`src/rtl/spfs_regs.vh`:
```
// Register indices, field positions, reset values and timing counts
// for the soft pin frequency scaling register bank.
// Assumes AHB-Lite byte address = 4 x register index.
`ifndef SPFS_REGS_VH
`define SPFS_REGS_VH

// Register indices; byte address is four times the index
`define SPFS_IDX_SYSPLL 12'hC02
`define SPFS_IDX_SEC2EN 12'hC03
`define SPFS_IDX_REFSCALE 12'hC04
`define SPFS_IDX_OUTSCALE 12'hC05
`define SPFS_IDX_TRANSFER 12'hC07

// Field positions
`define SPFS_SYSPLL_LSB 0
`define SPFS_SEC2EN_BIT 0
`define SPFS_REF1_LSB 0
`define SPFS_REF2_LSB 2
`define SPFS_CH0_LSB 0
`define SPFS_CH1_LSB 2
`define SPFS_TRANSFER_BIT 0

// Reset values
`define SPFS_RST_SYSPLL 2'h0
`define SPFS_RST_SEC2EN 1'h0
`define SPFS_RST_SCALE 4'h0

// System PLL reference settings per code
`define SPFS_FBDIV_C0 6'h10
`define SPFS_FBDIV_C1 6'h08
`define SPFS_FBDIV_C2 6'h20
`define SPFS_FBDIV_C3 6'h10

// Scale divide ratios per code
`define SPFS_DIV_C0 5'h01
`define SPFS_DIV_C1 5'h04
`define SPFS_DIV_C2 5'h08
`define SPFS_DIV_C3 5'h10

// ROM download duration in clock cycles
`define SPFS_LOAD_CYCLES 8

`endif

```
`src/rtl/spfs_scale_decode.v`:
```
// Decoder from a two-bit scale code to its divide ratio.
// Assumes the code comes from a flip-flop.
`timescale 1ns/10ps
`default_nettype none
`include "spfs_regs.vh"

module spfs_scale_decode (
	input wire [1:0] code,
	output reg [4:0] divide
);

	always @* begin
		case (code)
			2'h0: divide = `SPFS_DIV_C0;
			2'h1: divide = `SPFS_DIV_C1;
			2'h2: divide = `SPFS_DIV_C2;
			2'h3: divide = `SPFS_DIV_C3;
			default: divide = `SPFS_DIV_C0;
		endcase
	end

endmodule // spfs_scale_decode
`default_nettype wire

```
`src/rtl/spfs_soft_pin_regs.v`:
```
// Soft pin frequency scaling register bank with AHB-Lite slave port.
// Assumes one 20 MHz clock, asynchronous active-low reset, single word transfers.
//
// Function
// - Ref codes 01,10,11: 49.152 XTAL x2 N8; 24.576 XO N32; 49.152 XO N16.
// - Ref code 00: 24.576 MHz crystal, doubler on, feedback divide 16.
// - Section-two enable bit 0 applies the section-two scale settings.
// - Second reference input scale [3:2] divides by 1,4,8,16; default 1.
// - First reference input scale [1:0] divides by 1,4,8,16; default 1.
// - Channel-one output scale [3:2] divides by 1,4,8,16; default 1.
// - Channel-zero output scale [1:0] divides by 1,4,8,16; default 1.
`timescale 1ns/10ps
`default_nettype none
`include "spfs_regs.vh"

module spfs_soft_pin_regs #(
	parameter LOAD_CYCLES = `SPFS_LOAD_CYCLES
) (
	input wire clk,
	input wire rstn,
	input wire hsel,
	input wire [31:0] haddr,
	input wire [1:0] htrans,
	input wire hwrite,
	input wire [2:0] hsize,
	input wire [31:0] hwdata,
	input wire hready,
	output wire hreadyout,
	output wire hresp,
	output wire [31:0] hrdata,
	output reg sysPllRefXtal,
	output reg sysPllRef49M,
	output reg sysPllDoubler,
	output reg [5:0] sysPllFeedbackDiv,
	output reg [4:0] firstRefDivide,
	output reg [4:0] secondRefDivide,
	output reg [4:0] ch0Divide,
	output reg [4:0] ch1Divide,
	output reg loadDone
);

	localparam ST_IDLE = 1'b0;
	localparam ST_LOAD = 1'b1;

	// Settings held by software
	reg [1:0] sysPllRef_reg;
	reg sec2Enable_reg;
	reg [3:0] refScale_reg;
	reg [3:0] outScale_reg;
	reg transfer_reg;
	reg state_reg;
	reg [7:0] loadCnt_reg;

	// Data phase bookkeeping
	reg dataWrite_reg;
	reg dataRead_reg;
	reg [11:0] dataIdx_reg;
	reg dataMapped_reg;

	wire addrPhase;
	wire [11:0] addrIdx;
	wire addrMapped;
	wire wrSysPll;
	wire wrSec2;
	wire wrRefScale;
	wire wrOutScale;
	wire wrTransfer;
	wire loadFinish;
	wire [4:0] scaleDiv [0:3];
	wire [1:0] scaleCode [0:3];
	reg [31:0] readMux;
	reg sysXtalNext;
	reg sys49Next;
	reg sysDblNext;
	reg [5:0] sysFbNext;

	// Zero wait states: every access finishes in one data phase
	assign hreadyout = 1'b1;
	assign hresp = 1'b0;

	assign addrPhase = hsel && htrans[1] && hready;
	assign addrIdx = haddr[13:2];
	assign addrMapped = (haddr[31:14] == 18'h0_0000) && (haddr[1:0] == 2'h0) &&
		((addrIdx == `SPFS_IDX_SYSPLL) || (addrIdx == `SPFS_IDX_SEC2EN) ||
		(addrIdx == `SPFS_IDX_REFSCALE) || (addrIdx == `SPFS_IDX_OUTSCALE) ||
		(addrIdx == `SPFS_IDX_TRANSFER));

	always @(posedge clk or negedge rstn) begin
		if (!rstn) begin
			dataWrite_reg <= 1'b0;
			dataRead_reg <= 1'b0;
			dataIdx_reg <= 12'h000;
			dataMapped_reg <= 1'b0;
		end else if (hready) begin
			dataWrite_reg <= addrPhase && hwrite;
			dataRead_reg <= addrPhase && !hwrite;
			dataIdx_reg <= addrIdx;
			dataMapped_reg <= addrPhase && addrMapped;
		end
	end

	assign wrSysPll = dataWrite_reg && dataMapped_reg && (dataIdx_reg == `SPFS_IDX_SYSPLL);
	assign wrSec2 = dataWrite_reg && dataMapped_reg && (dataIdx_reg == `SPFS_IDX_SEC2EN);
	assign wrRefScale = dataWrite_reg && dataMapped_reg && (dataIdx_reg == `SPFS_IDX_REFSCALE);
	assign wrOutScale = dataWrite_reg && dataMapped_reg && (dataIdx_reg == `SPFS_IDX_OUTSCALE);
	assign wrTransfer = dataWrite_reg && dataMapped_reg && (dataIdx_reg == `SPFS_IDX_TRANSFER);

	// Only the documented fields are stored; upper bits are dropped
	always @(posedge clk or negedge rstn) begin
		if (!rstn) begin
			sysPllRef_reg <= `SPFS_RST_SYSPLL;
			sec2Enable_reg <= `SPFS_RST_SEC2EN;
			refScale_reg <= `SPFS_RST_SCALE;
			outScale_reg <= `SPFS_RST_SCALE;
		end else begin
			if (wrSysPll)
				sysPllRef_reg <= hwdata[1:0];
			if (wrSec2)
				sec2Enable_reg <= hwdata[`SPFS_SEC2EN_BIT];
			if (wrRefScale)
				refScale_reg <= hwdata[3:0];
			if (wrOutScale)
				outScale_reg <= hwdata[3:0];
		end
	end

	// Transfer bit: a new write of one wins over the self-clear
	assign loadFinish = (state_reg == ST_LOAD) &&
		(loadCnt_reg == LOAD_CYCLES[7:0] - 8'h01);

	always @(posedge clk or negedge rstn) begin
		if (!rstn) begin
			transfer_reg <= 1'b0;
			state_reg <= ST_IDLE;
			loadCnt_reg <= 8'h00;
		end else begin
			case (state_reg)
				ST_IDLE: begin
					loadCnt_reg <= 8'h00;
					if (wrTransfer && hwdata[`SPFS_TRANSFER_BIT]) begin
						transfer_reg <= 1'b1;
						state_reg <= ST_LOAD;
					end
				end
				ST_LOAD: begin
					if (wrTransfer && hwdata[`SPFS_TRANSFER_BIT]) begin
						// Restart so the latest settings are the ones taken
						loadCnt_reg <= 8'h00;
					end else if (loadFinish) begin
						transfer_reg <= 1'b0;
						state_reg <= ST_IDLE;
						loadCnt_reg <= 8'h00;
					end else begin
						loadCnt_reg <= loadCnt_reg + 8'h01;
					end
				end
				default: begin
					state_reg <= ST_IDLE;
					transfer_reg <= 1'b0;
					loadCnt_reg <= 8'h00;
				end
			endcase
		end
	end

	// System PLL reference translation
	always @* begin
		case (sysPllRef_reg)
			2'h0: begin
				sysXtalNext = 1'b1;
				sys49Next = 1'b0;
				sysDblNext = 1'b1;
				sysFbNext = `SPFS_FBDIV_C0;
			end
			2'h1: begin
				sysXtalNext = 1'b1;
				sys49Next = 1'b1;
				sysDblNext = 1'b1;
				sysFbNext = `SPFS_FBDIV_C1;
			end
			2'h2: begin
				sysXtalNext = 1'b0;
				sys49Next = 1'b0;
				sysDblNext = 1'b0;
				sysFbNext = `SPFS_FBDIV_C2;
			end
			2'h3: begin
				sysXtalNext = 1'b0;
				sys49Next = 1'b1;
				sysDblNext = 1'b0;
				sysFbNext = `SPFS_FBDIV_C3;
			end
			default: begin
				sysXtalNext = 1'b1;
				sys49Next = 1'b0;
				sysDblNext = 1'b1;
				sysFbNext = `SPFS_FBDIV_C0;
			end
		endcase
	end

	// Four scale fields share one decoder shape
	assign scaleCode[0] = refScale_reg[`SPFS_REF1_LSB +: 2];
	assign scaleCode[1] = refScale_reg[`SPFS_REF2_LSB +: 2];
	assign scaleCode[2] = outScale_reg[`SPFS_CH0_LSB +: 2];
	assign scaleCode[3] = outScale_reg[`SPFS_CH1_LSB +: 2];

	genvar gi;
	generate
		for (gi = 0; gi < 4; gi = gi + 1) begin : gScale
			spfs_scale_decode uDec (
				.code(scaleCode[gi]),
				.divide(scaleDiv[gi])
			);
		end
	endgenerate

	// Settings take effect only at the end of a download, never mid-edit
	always @(posedge clk or negedge rstn) begin
		if (!rstn) begin
			sysPllRefXtal <= 1'b1;
			sysPllRef49M <= 1'b0;
			sysPllDoubler <= 1'b1;
			sysPllFeedbackDiv <= `SPFS_FBDIV_C0;
			firstRefDivide <= `SPFS_DIV_C0;
			secondRefDivide <= `SPFS_DIV_C0;
			ch0Divide <= `SPFS_DIV_C0;
			ch1Divide <= `SPFS_DIV_C0;
			loadDone <= 1'b0;
		end else begin
			loadDone <= 1'b0;
			if (loadFinish && !(wrTransfer && hwdata[`SPFS_TRANSFER_BIT])) begin
				loadDone <= 1'b1;
				sysPllRefXtal <= sysXtalNext;
				sysPllRef49M <= sys49Next;
				sysPllDoubler <= sysDblNext;
				sysPllFeedbackDiv <= sysFbNext;
				// Section two disabled leaves every path undivided
				firstRefDivide <= sec2Enable_reg ? scaleDiv[0] : `SPFS_DIV_C0;
				secondRefDivide <= sec2Enable_reg ? scaleDiv[1] : `SPFS_DIV_C0;
				ch0Divide <= sec2Enable_reg ? scaleDiv[2] : `SPFS_DIV_C0;
				ch1Divide <= sec2Enable_reg ? scaleDiv[3] : `SPFS_DIV_C0;
			end
		end
	end

	// Read mux; unmapped and reserved bits read zero
	always @* begin
		readMux = 32'h0000_0000;
		if (dataRead_reg && dataMapped_reg) begin
			case (dataIdx_reg)
				`SPFS_IDX_SYSPLL: readMux = {30'h0000_0000, sysPllRef_reg};
				`SPFS_IDX_SEC2EN: readMux = {31'h0000_0000, sec2Enable_reg};
				`SPFS_IDX_REFSCALE: readMux = {28'h000_0000, refScale_reg};
				`SPFS_IDX_OUTSCALE: readMux = {28'h000_0000, outScale_reg};
				`SPFS_IDX_TRANSFER: readMux = {31'h0000_0000, transfer_reg};
				default: readMux = 32'h0000_0000;
			endcase
		end
	end

	assign hrdata = readMux;

	// hsize is accepted but only whole words are supported
	wire unusedBits;
	assign unusedBits = ^hsize;

endmodule // spfs_soft_pin_regs
`default_nettype wire

```
`config.mk`:
```
export PLATFORM = sky130hd
export DESIGN_NAME = spfs_soft_pin_regs
export DESIGN_NICKNAME = d
export VERILOG_FILES = /design/src/rtl/spfs_scale_decode.v /design/src/rtl/spfs_soft_pin_regs.v
export VERILOG_INCLUDE_DIRS = /design/src /design/src/rtl
export SDC_FILE = /design/constraint.sdc
export NUM_CORES = 1
export LEC_CHECK = 0
export BUFFER_PORTS_ARGS = -buffer_cell sky130_fd_sc_hd__buf_2
export CAP_MARGIN = 0
export CORE_MARGIN = 10
export CORE_UTILIZATION = 51
export CTS_CLUSTER_SIZE = 24
export DETAILED_ROUTE_END_ITERATION = 16
export PLACE_DENSITY = 0.86
export SYNTH_ARGS = -nofsm -noshare
export SYNTH_HDL_FRONTEND = slang
export SYNTH_SLANG_ARGS = --single-unit
```
`constraint.sdc`:
```
create_clock -name clk -period 6.2 [get_ports clk]
set_input_delay 0.31 -clock clk [delete_from_list [all_inputs] [get_ports clk]]
set_output_delay 0.31 -clock clk [all_outputs]
set_load 0.005 [all_outputs]
```
==> summary.txt, run 1 <==
Outcome
  – Status: completed

Global route
  – Total grt overflow: 0
  – Number of global-route vias before repair: 2202
  – Antenna violations before repair: 0
  – First-pass GRT wire length: 10500 um
  – Largest net degree at the start of global routing: 59
  – Gr usage total: 13.2%

Die
  – # IOs: 138
  – Die area: 0.00935 mm^2
  – Initial core utilization: 53.5%
  – Std cell rows: 27
  – Die height: 96.7 um
  – DIE WIDTH: 96.7 um
  – Core area: 0.00561 mm^2

STA
  – Clock skew: 7.58 ps
  – Tmin final: 2700 ps
  – Worst Tran Pin Value: 1050 ps
  – Fmax: 370 MHz
  – Max-slew violation count: 0
  – Max-slew headroom: 30.0%
  – Hold Vio Cnt, Final: 0
  – Fin crit share: 43.6%
  – Final setup vio count: 0
  – Total negative slack: 0 ps
  – Hold WS: 106 ps
  – Unrepaired setup endpoints after global routing: false

Yosys
  – Top-area cell type share of the netlist area: 43.4%
  – Cells after Synth: 268
  – Number of synthesized flops with an enable pin: 0
  – Commonest cells post-synth: 52 x dfrtp_1, 45 x mux2_2, 38 x buf_4, 25 x nor2_1, 15 x nand2_1
  – Mapped Area: 0.00300 mm^2
  – Area contributors post-synth: dfrtp_1 43%, mux2_2 17%, buf_4 9.5%
  – Synthesis Warnings: 0
  – Post-synth top area cell: dfrtp_1
  – Cell with the most instances after synthesis: dfrtp_1
  – Library cells used by synthesis: 38
  – Ys flop type: dfrtp_1
  – #FFs+latches synth: 58
  – Avg Inst Size Synth: 11.2 um^2
  – Synth async-reset ratio: 100%
  – Sequential cell area fraction in the yosys report: 48.6%

Detailed routing
  – Drt total wl: 6220 um
  – ANT nets after route: 0
  – Wirelength per Cell: 15.0 um
  – Vias: 2074
  – Drt drc: 0
  – Pre-antenna DRT Iters: 5
  – Starting DRT DRC Count: 85
  – Vias per Instance: 5.01

Power and ir drop
  – Pwr Density: 245 mW/mm^2
  – Max VDD drop: 0.000162 V
  – Leakage: 1.68 nW
  – Total chip power: 0.000845 W

Final layout
  – Ant diodes: 0
  – Area Growth Syn to Fin: 14.8%
  – Layout cell share with drive strength beyond 1: 40.4%
  – Flip-flop count of the largest register after layout: 12
  – Final Core Density: 61.4%
  – Fillers: 478
  – NumNets Final: 416

CTS
  – Post-cts repair resize count: 0
  – Clock buffer count from CTS: 9
  – Clock sinks: 58
  – CTS tree: built
  – Clk root buf: clkbuf_8
  – Worst-skew pair later-pin latency: 330 ps
  – Worst-case clock buffer depth: 2
  – Hold_buf cts: 0
  – # H-tree levels: 3
  – Postcts setup bufs: 0
  – Clock slew at reported path FFs: 70 ps

Worst setup path
  – CP cell instances: or4_1 > or3_4 > nor3b_4 > mux2_2
  – Crit path capture type: register
  – Arr. time, crit path: 2910 ps
  – Flop2flop setup slack: 3500 ps
  – Crit path required time: 6410 ps
  – Worst path bufs/invs: 0
  – Largest delay share family, worst path: simple AND/OR/NAND/NOR gates
  – Critical Path Source Type: register
  – CP Max Fanout: 23
  – Worst path max stage delay: 850 ps
  – WS Path Type: reg -> reg
  – Slowest-stage cell, CP: nor3b_4

Place
  – DP HPWL: 4840 um
  – Global placement routability congestion: 0.839
  – Port bufs: 68

Hold path
  – HP Class: in -> async

Job
  – Max-capacitance violation count: 0
## cell families after synthesis
| family | after synthesis | synth area share [%] |
|---|---|---|
| flops | 58 | 48.6 |
| compound gates | 15 | 3.33 |
| simple gates | 80 | 14.1 |
| other cells | 2 | 0.250 |
| buf+inv | 54 | 12.0 |
| xor+xnor | 6 | 1.75 |
| mux | 48 | 17.9 |
| fa+ha+maj | 5 | 2.08 |
## power by group
part           switching, W  total (W)  internal [W]  leakage, nW
combinational     0.0000378  0.0000770     0.0000392        0.854
sequential        0.0000184   0.000418      0.000400        0.726
clock              0.000145   0.000350      0.000205        0.105
total              0.000201   0.000845      0.000644         1.68
## placed cells by master (no fill, tap or decap), types with 2 or more instances in the layout
cell / n
buf_2: 68
dfrtp_1: 52
mux2_2: 45
conb_1: 37
nor2_1: 25
nand2_1: 15
clkbuf_8: 11
nand3_1: 9
inv_1: 8
nor4_1: 7
and3_1: 6
o21ai_0: 6
dfstp_2: 6
ha_1: 5
xnor2_1: 4
nand4_1: 3
mux2i_1: 3
clkinv_2: 3
o2111ai_1: 2
nor2b_1: 2
a22oi_1: 2
xor2_1: 2
o22ai_1: 2
nor3_1: 2
## final timing paths
check / start / end / cells past startpoint
worst max-delay path: loadCnt_reg[7]$_DFF_PN0_ / ch1Divide[2]$_DFFE_PN0P_ / 4
worst min-delay path: rstn / loadCnt_reg[0]$_DFF_PN0_ / 2
worst max register to register: loadCnt_reg[7]$_DFF_PN0_ / ch1Divide[2]$_DFFE_PN0P_ / 4
worst min register to register: loadCnt_reg[0]$_DFF_PN0_ / loadCnt_reg[0]$_DFF_PN0_ / 1
max in group asynchronous: rstn / sysPllRef_reg[1]$_DFFE_PN0P_ / 2
min in group clk: hwdata[3] / outScale_reg[3]$_DFFE_PN0P_ / 2
## per-stage QoR
step / area (um^2) / std cells / setup slack [ps]
5_1_grt: 3440 / 414 / 3330
2_1_floorplan: 3130 / 303 / 4070
3_5_place_dp: 3240 / 398 / 3470
6_report: 3440 / 414 / 3500
4_1_cts: 3440 / 414 / 3450
3_3_place_gp: 3240 / 398 / 3500
## final cells by class
type / instances / area [um^2] / share of cell area, %
Sequential cell: 58 / 1460 / 42.4
Tap cell: 72 / 90.1 / 2.62
Multi-Input combinational cell: 191 / 1310 / 38.1
Inverter: 8 / 30.0 / 0.872
Clock buffer: 11 / 151 / 4.40
Clock inverter: 5 / 52.6 / 1.53
Timing Repair Buffer: 69 / 348 / 10.1
## routing by layer
metal	wire length [um]	vias up	global-route usage, %	share of wire [%]
li1	-	985	-	-
met1	2490	1004	14.9	40
met2	3110	79	21.8	50
met3	572	6	5.18	9.2
met4	51	0	5.30	0.82
met5	0	-	0	0
No activity file was read; power rests on OpenSTA's default activity.
==> run 2: changes to the inputs <==
--- a/config.mk
+++ b/config.mk
@@ -9,10 +9,10 @@
 export BUFFER_PORTS_ARGS = -buffer_cell sky130_fd_sc_hd__buf_2
 export CAP_MARGIN = 0
 export CORE_MARGIN = 10
-export CORE_UTILIZATION = 51
+export CORE_UTILIZATION = 47
 export CTS_CLUSTER_SIZE = 24
 export DETAILED_ROUTE_END_ITERATION = 16
-export PLACE_DENSITY = 0.86
+export PLACE_DENSITY = 0.8
 export SYNTH_ARGS = -nofsm -noshare
 export SYNTH_HDL_FRONTEND = slang
 export SYNTH_SLANG_ARGS = --single-unit
==> constraint.sdc (replaced) <==
create_clock -name clk -period 2.73 [get_ports clk]
set_input_delay 0.1365 -clock clk [delete_from_list [all_inputs] [get_ports clk]]
set_output_delay 0.1365 -clock clk [all_outputs]
set_load 0.005 [all_outputs]
==> summary.txt, run 2 (same netlist as run 1, synthesis figures left out) <==
CTS
  – Post-cts repair resize count: 0
  – Hold_buf cts: 1
  – Clock buffer count from CTS: 9
  – Worst-case clock buffer depth: 2
  – Worst-skew pair later-pin latency: 340 ps
  – Clock sinks: 58
  – # H-tree levels: 3
  – Clock slew at reported path FFs: 70 ps
  – Postcts setup bufs: 0
  – CTS tree: built
  – Clk root buf: clkbuf_8

Final layout
  – Commonest non-fill, non-tap cell in the layout: buf_2
  – Commonest non-fill, non-tap cells in the layout: 68 x buf_2, 52 x dfrtp_1, 45 x mux2_2
  – NumNets Final: 418
  – Fin cells: 421
  – Ant diodes: 0
  – Layout cell share with drive strength beyond 1: 40.1%
  – Flip-flop count of the largest register after layout: 12
  – Area Growth Syn to Fin: 16.0%
  – Fillers: 563

STA
  – Hold WS: 38.8 ps
  – Max-slew headroom: 53.3%
  – Unrepaired setup endpoints after global routing: false
  – Hold Vio Cnt, Final: 0
  – Max-slew violation count: 0
  – Tmin final: 2300 ps
  – Final worst setup slack: 431 ps
  – Clock skew: 10.5 ps
  – Total negative slack: 0 ps
  – Final setup vio count: 0
  – Fmax: 435 MHz
  – Fin crit share: 84.2%
  – Worst Tran Pin Value: 700 ps

Detailed routing
  – Drt total wl: 6210 um
  – ANT nets after route: 0
  – Wirelength per Cell: 14.7 um
  – Vias: 2055
  – Vias per Instance: 4.88
  – Drt drc: 0
  – Pre-antenna DRT Iters: 4
  – Starting DRT DRC Count: 113

Worst setup path
  – Worst path max stage delay: 530 ps
  – WS Path Type: reg -> reg
  – CP Max Fanout: 22
  – Crit path capture type: register
  – CP cell instances: or4_1 > or3_4 > nor3b_4 > buf_4 > mux2_2
  – Slowest-stage cell, CP: or4_1
  – FF-to-FF path depth: 5
  – Crit path required time: 2950 ps
  – Critical Path Source Type: register
  – Arr. time, crit path: 2520 ps
  – Worst path bufs/invs: 1
  – Largest delay share family, worst path: simple AND/OR/NAND/NOR gates
  – Number of stages on the worst setup path: 5

Global route
  – Number of global-route vias before repair: 2246
  – Largest net degree at the start of global routing: 33
  – Antenna violations before repair: 0
  – Gr usage total: 12.8%
  – Total grt overflow: 0
  – First-pass GRT wire length: 10400 um

Place
  – Global placement routability congestion: 0.812
  – Port bufs: 68
  – DP HPWL: 4850 um
  – Placed cells: 404
  – Worst slack, placed: 442 ps

Hold path
  – Min-Delay Path Depth: 2
  – HP Class: in -> reg

Die
  – # IOs: 138
  – Initial core utilization: 47.8%
  – Die area: 0.00998 mm^2
  – DIE WIDTH: 99.9 um
  – Die height: 99.9 um
  – Std cell rows: 29
  – Core area: 0.00628 mm^2

Power and ir drop
  – Pwr Density: 573 mW/mm^2
  – Max VDD drop: 0.000291 V
  – Leakage: 1.70 nW

Outcome
  – Status: completed

Job
  – Max-capacitance violation count: 0
[run 2: worst paths after layout]
kind / slack, ps / to / from
max: 430 / firstRefDivide[4]$_DFFE_PN0P_ / loadCnt_reg[7]$_DFF_PN0_
min: 40 / outScale_reg[3]$_DFFE_PN0P_ / hwdata[3]
max reg2reg: 430 / firstRefDivide[4]$_DFFE_PN0P_ / loadCnt_reg[7]$_DFF_PN0_
min reg2reg: 480 / loadCnt_reg[0]$_DFF_PN0_ / loadCnt_reg[0]$_DFF_PN0_
max in group asynchronous: 1490 / ch0Divide[0]$_DFFE_PN1P_ / rstn
min in group asynchronous: 380 / dataIdx_reg[11]$_DFFE_PN0P_ / rstn
[run 2: area by class of cell]
| class | instances | area (um^2) | share of cell area, % |
|---|---|---|---|
| Multi-Input combinational cell | 191 | 1310 | 37.7 |
| Timing Repair Buffer | 71 | 365 | 10.5 |
| Clock buffer | 11 | 141 | 4.06 |
| Sequential cell | 58 | 1460 | 41.9 |
| Inverter | 8 | 30.0 | 0.862 |
| Clock inverter | 5 | 77.6 | 2.23 |
| Tap cell | 77 | 96.3 | 2.77 |
[run 2: per-stage QoR]
stage,utilization [%],power [W],cell area (um^2)
2_1_floorplan,-,0.00109,3130
3_3_place_gp,51.8,0.00113,3250
3_5_place_dp,51.8,0.00114,3250
4_1_cts,55.5,0.00202,3480
5_1_grt,55.5,0.00209,3480
6_report,55.5,0.00200,3480
[run 2: worst reg2reg max path: stages (launching register included)]
cell and delay, ps:
dfrtp_1 400, or4_1 530, or3_4 370, nor3b_4 190, buf_4 310, mux2_2 380
[run 2: report_power, final]
part / switching, W / internal, W
Sequential: 0.0000421 / 0.000909
Combinational: 0.0000853 / 0.0000899
Clock: 0.000335 / 0.000535
Total: 0.000462 / 0.00153
[run 2: layer usage]
metal	track usage [%]	share of wire, %	up-vias
met5	0	0	-
met4	6.73	1.9	0
met3	6.25	11	14
met2	19.0	46	94
met1	14.9	41	955
li1	-	-	992
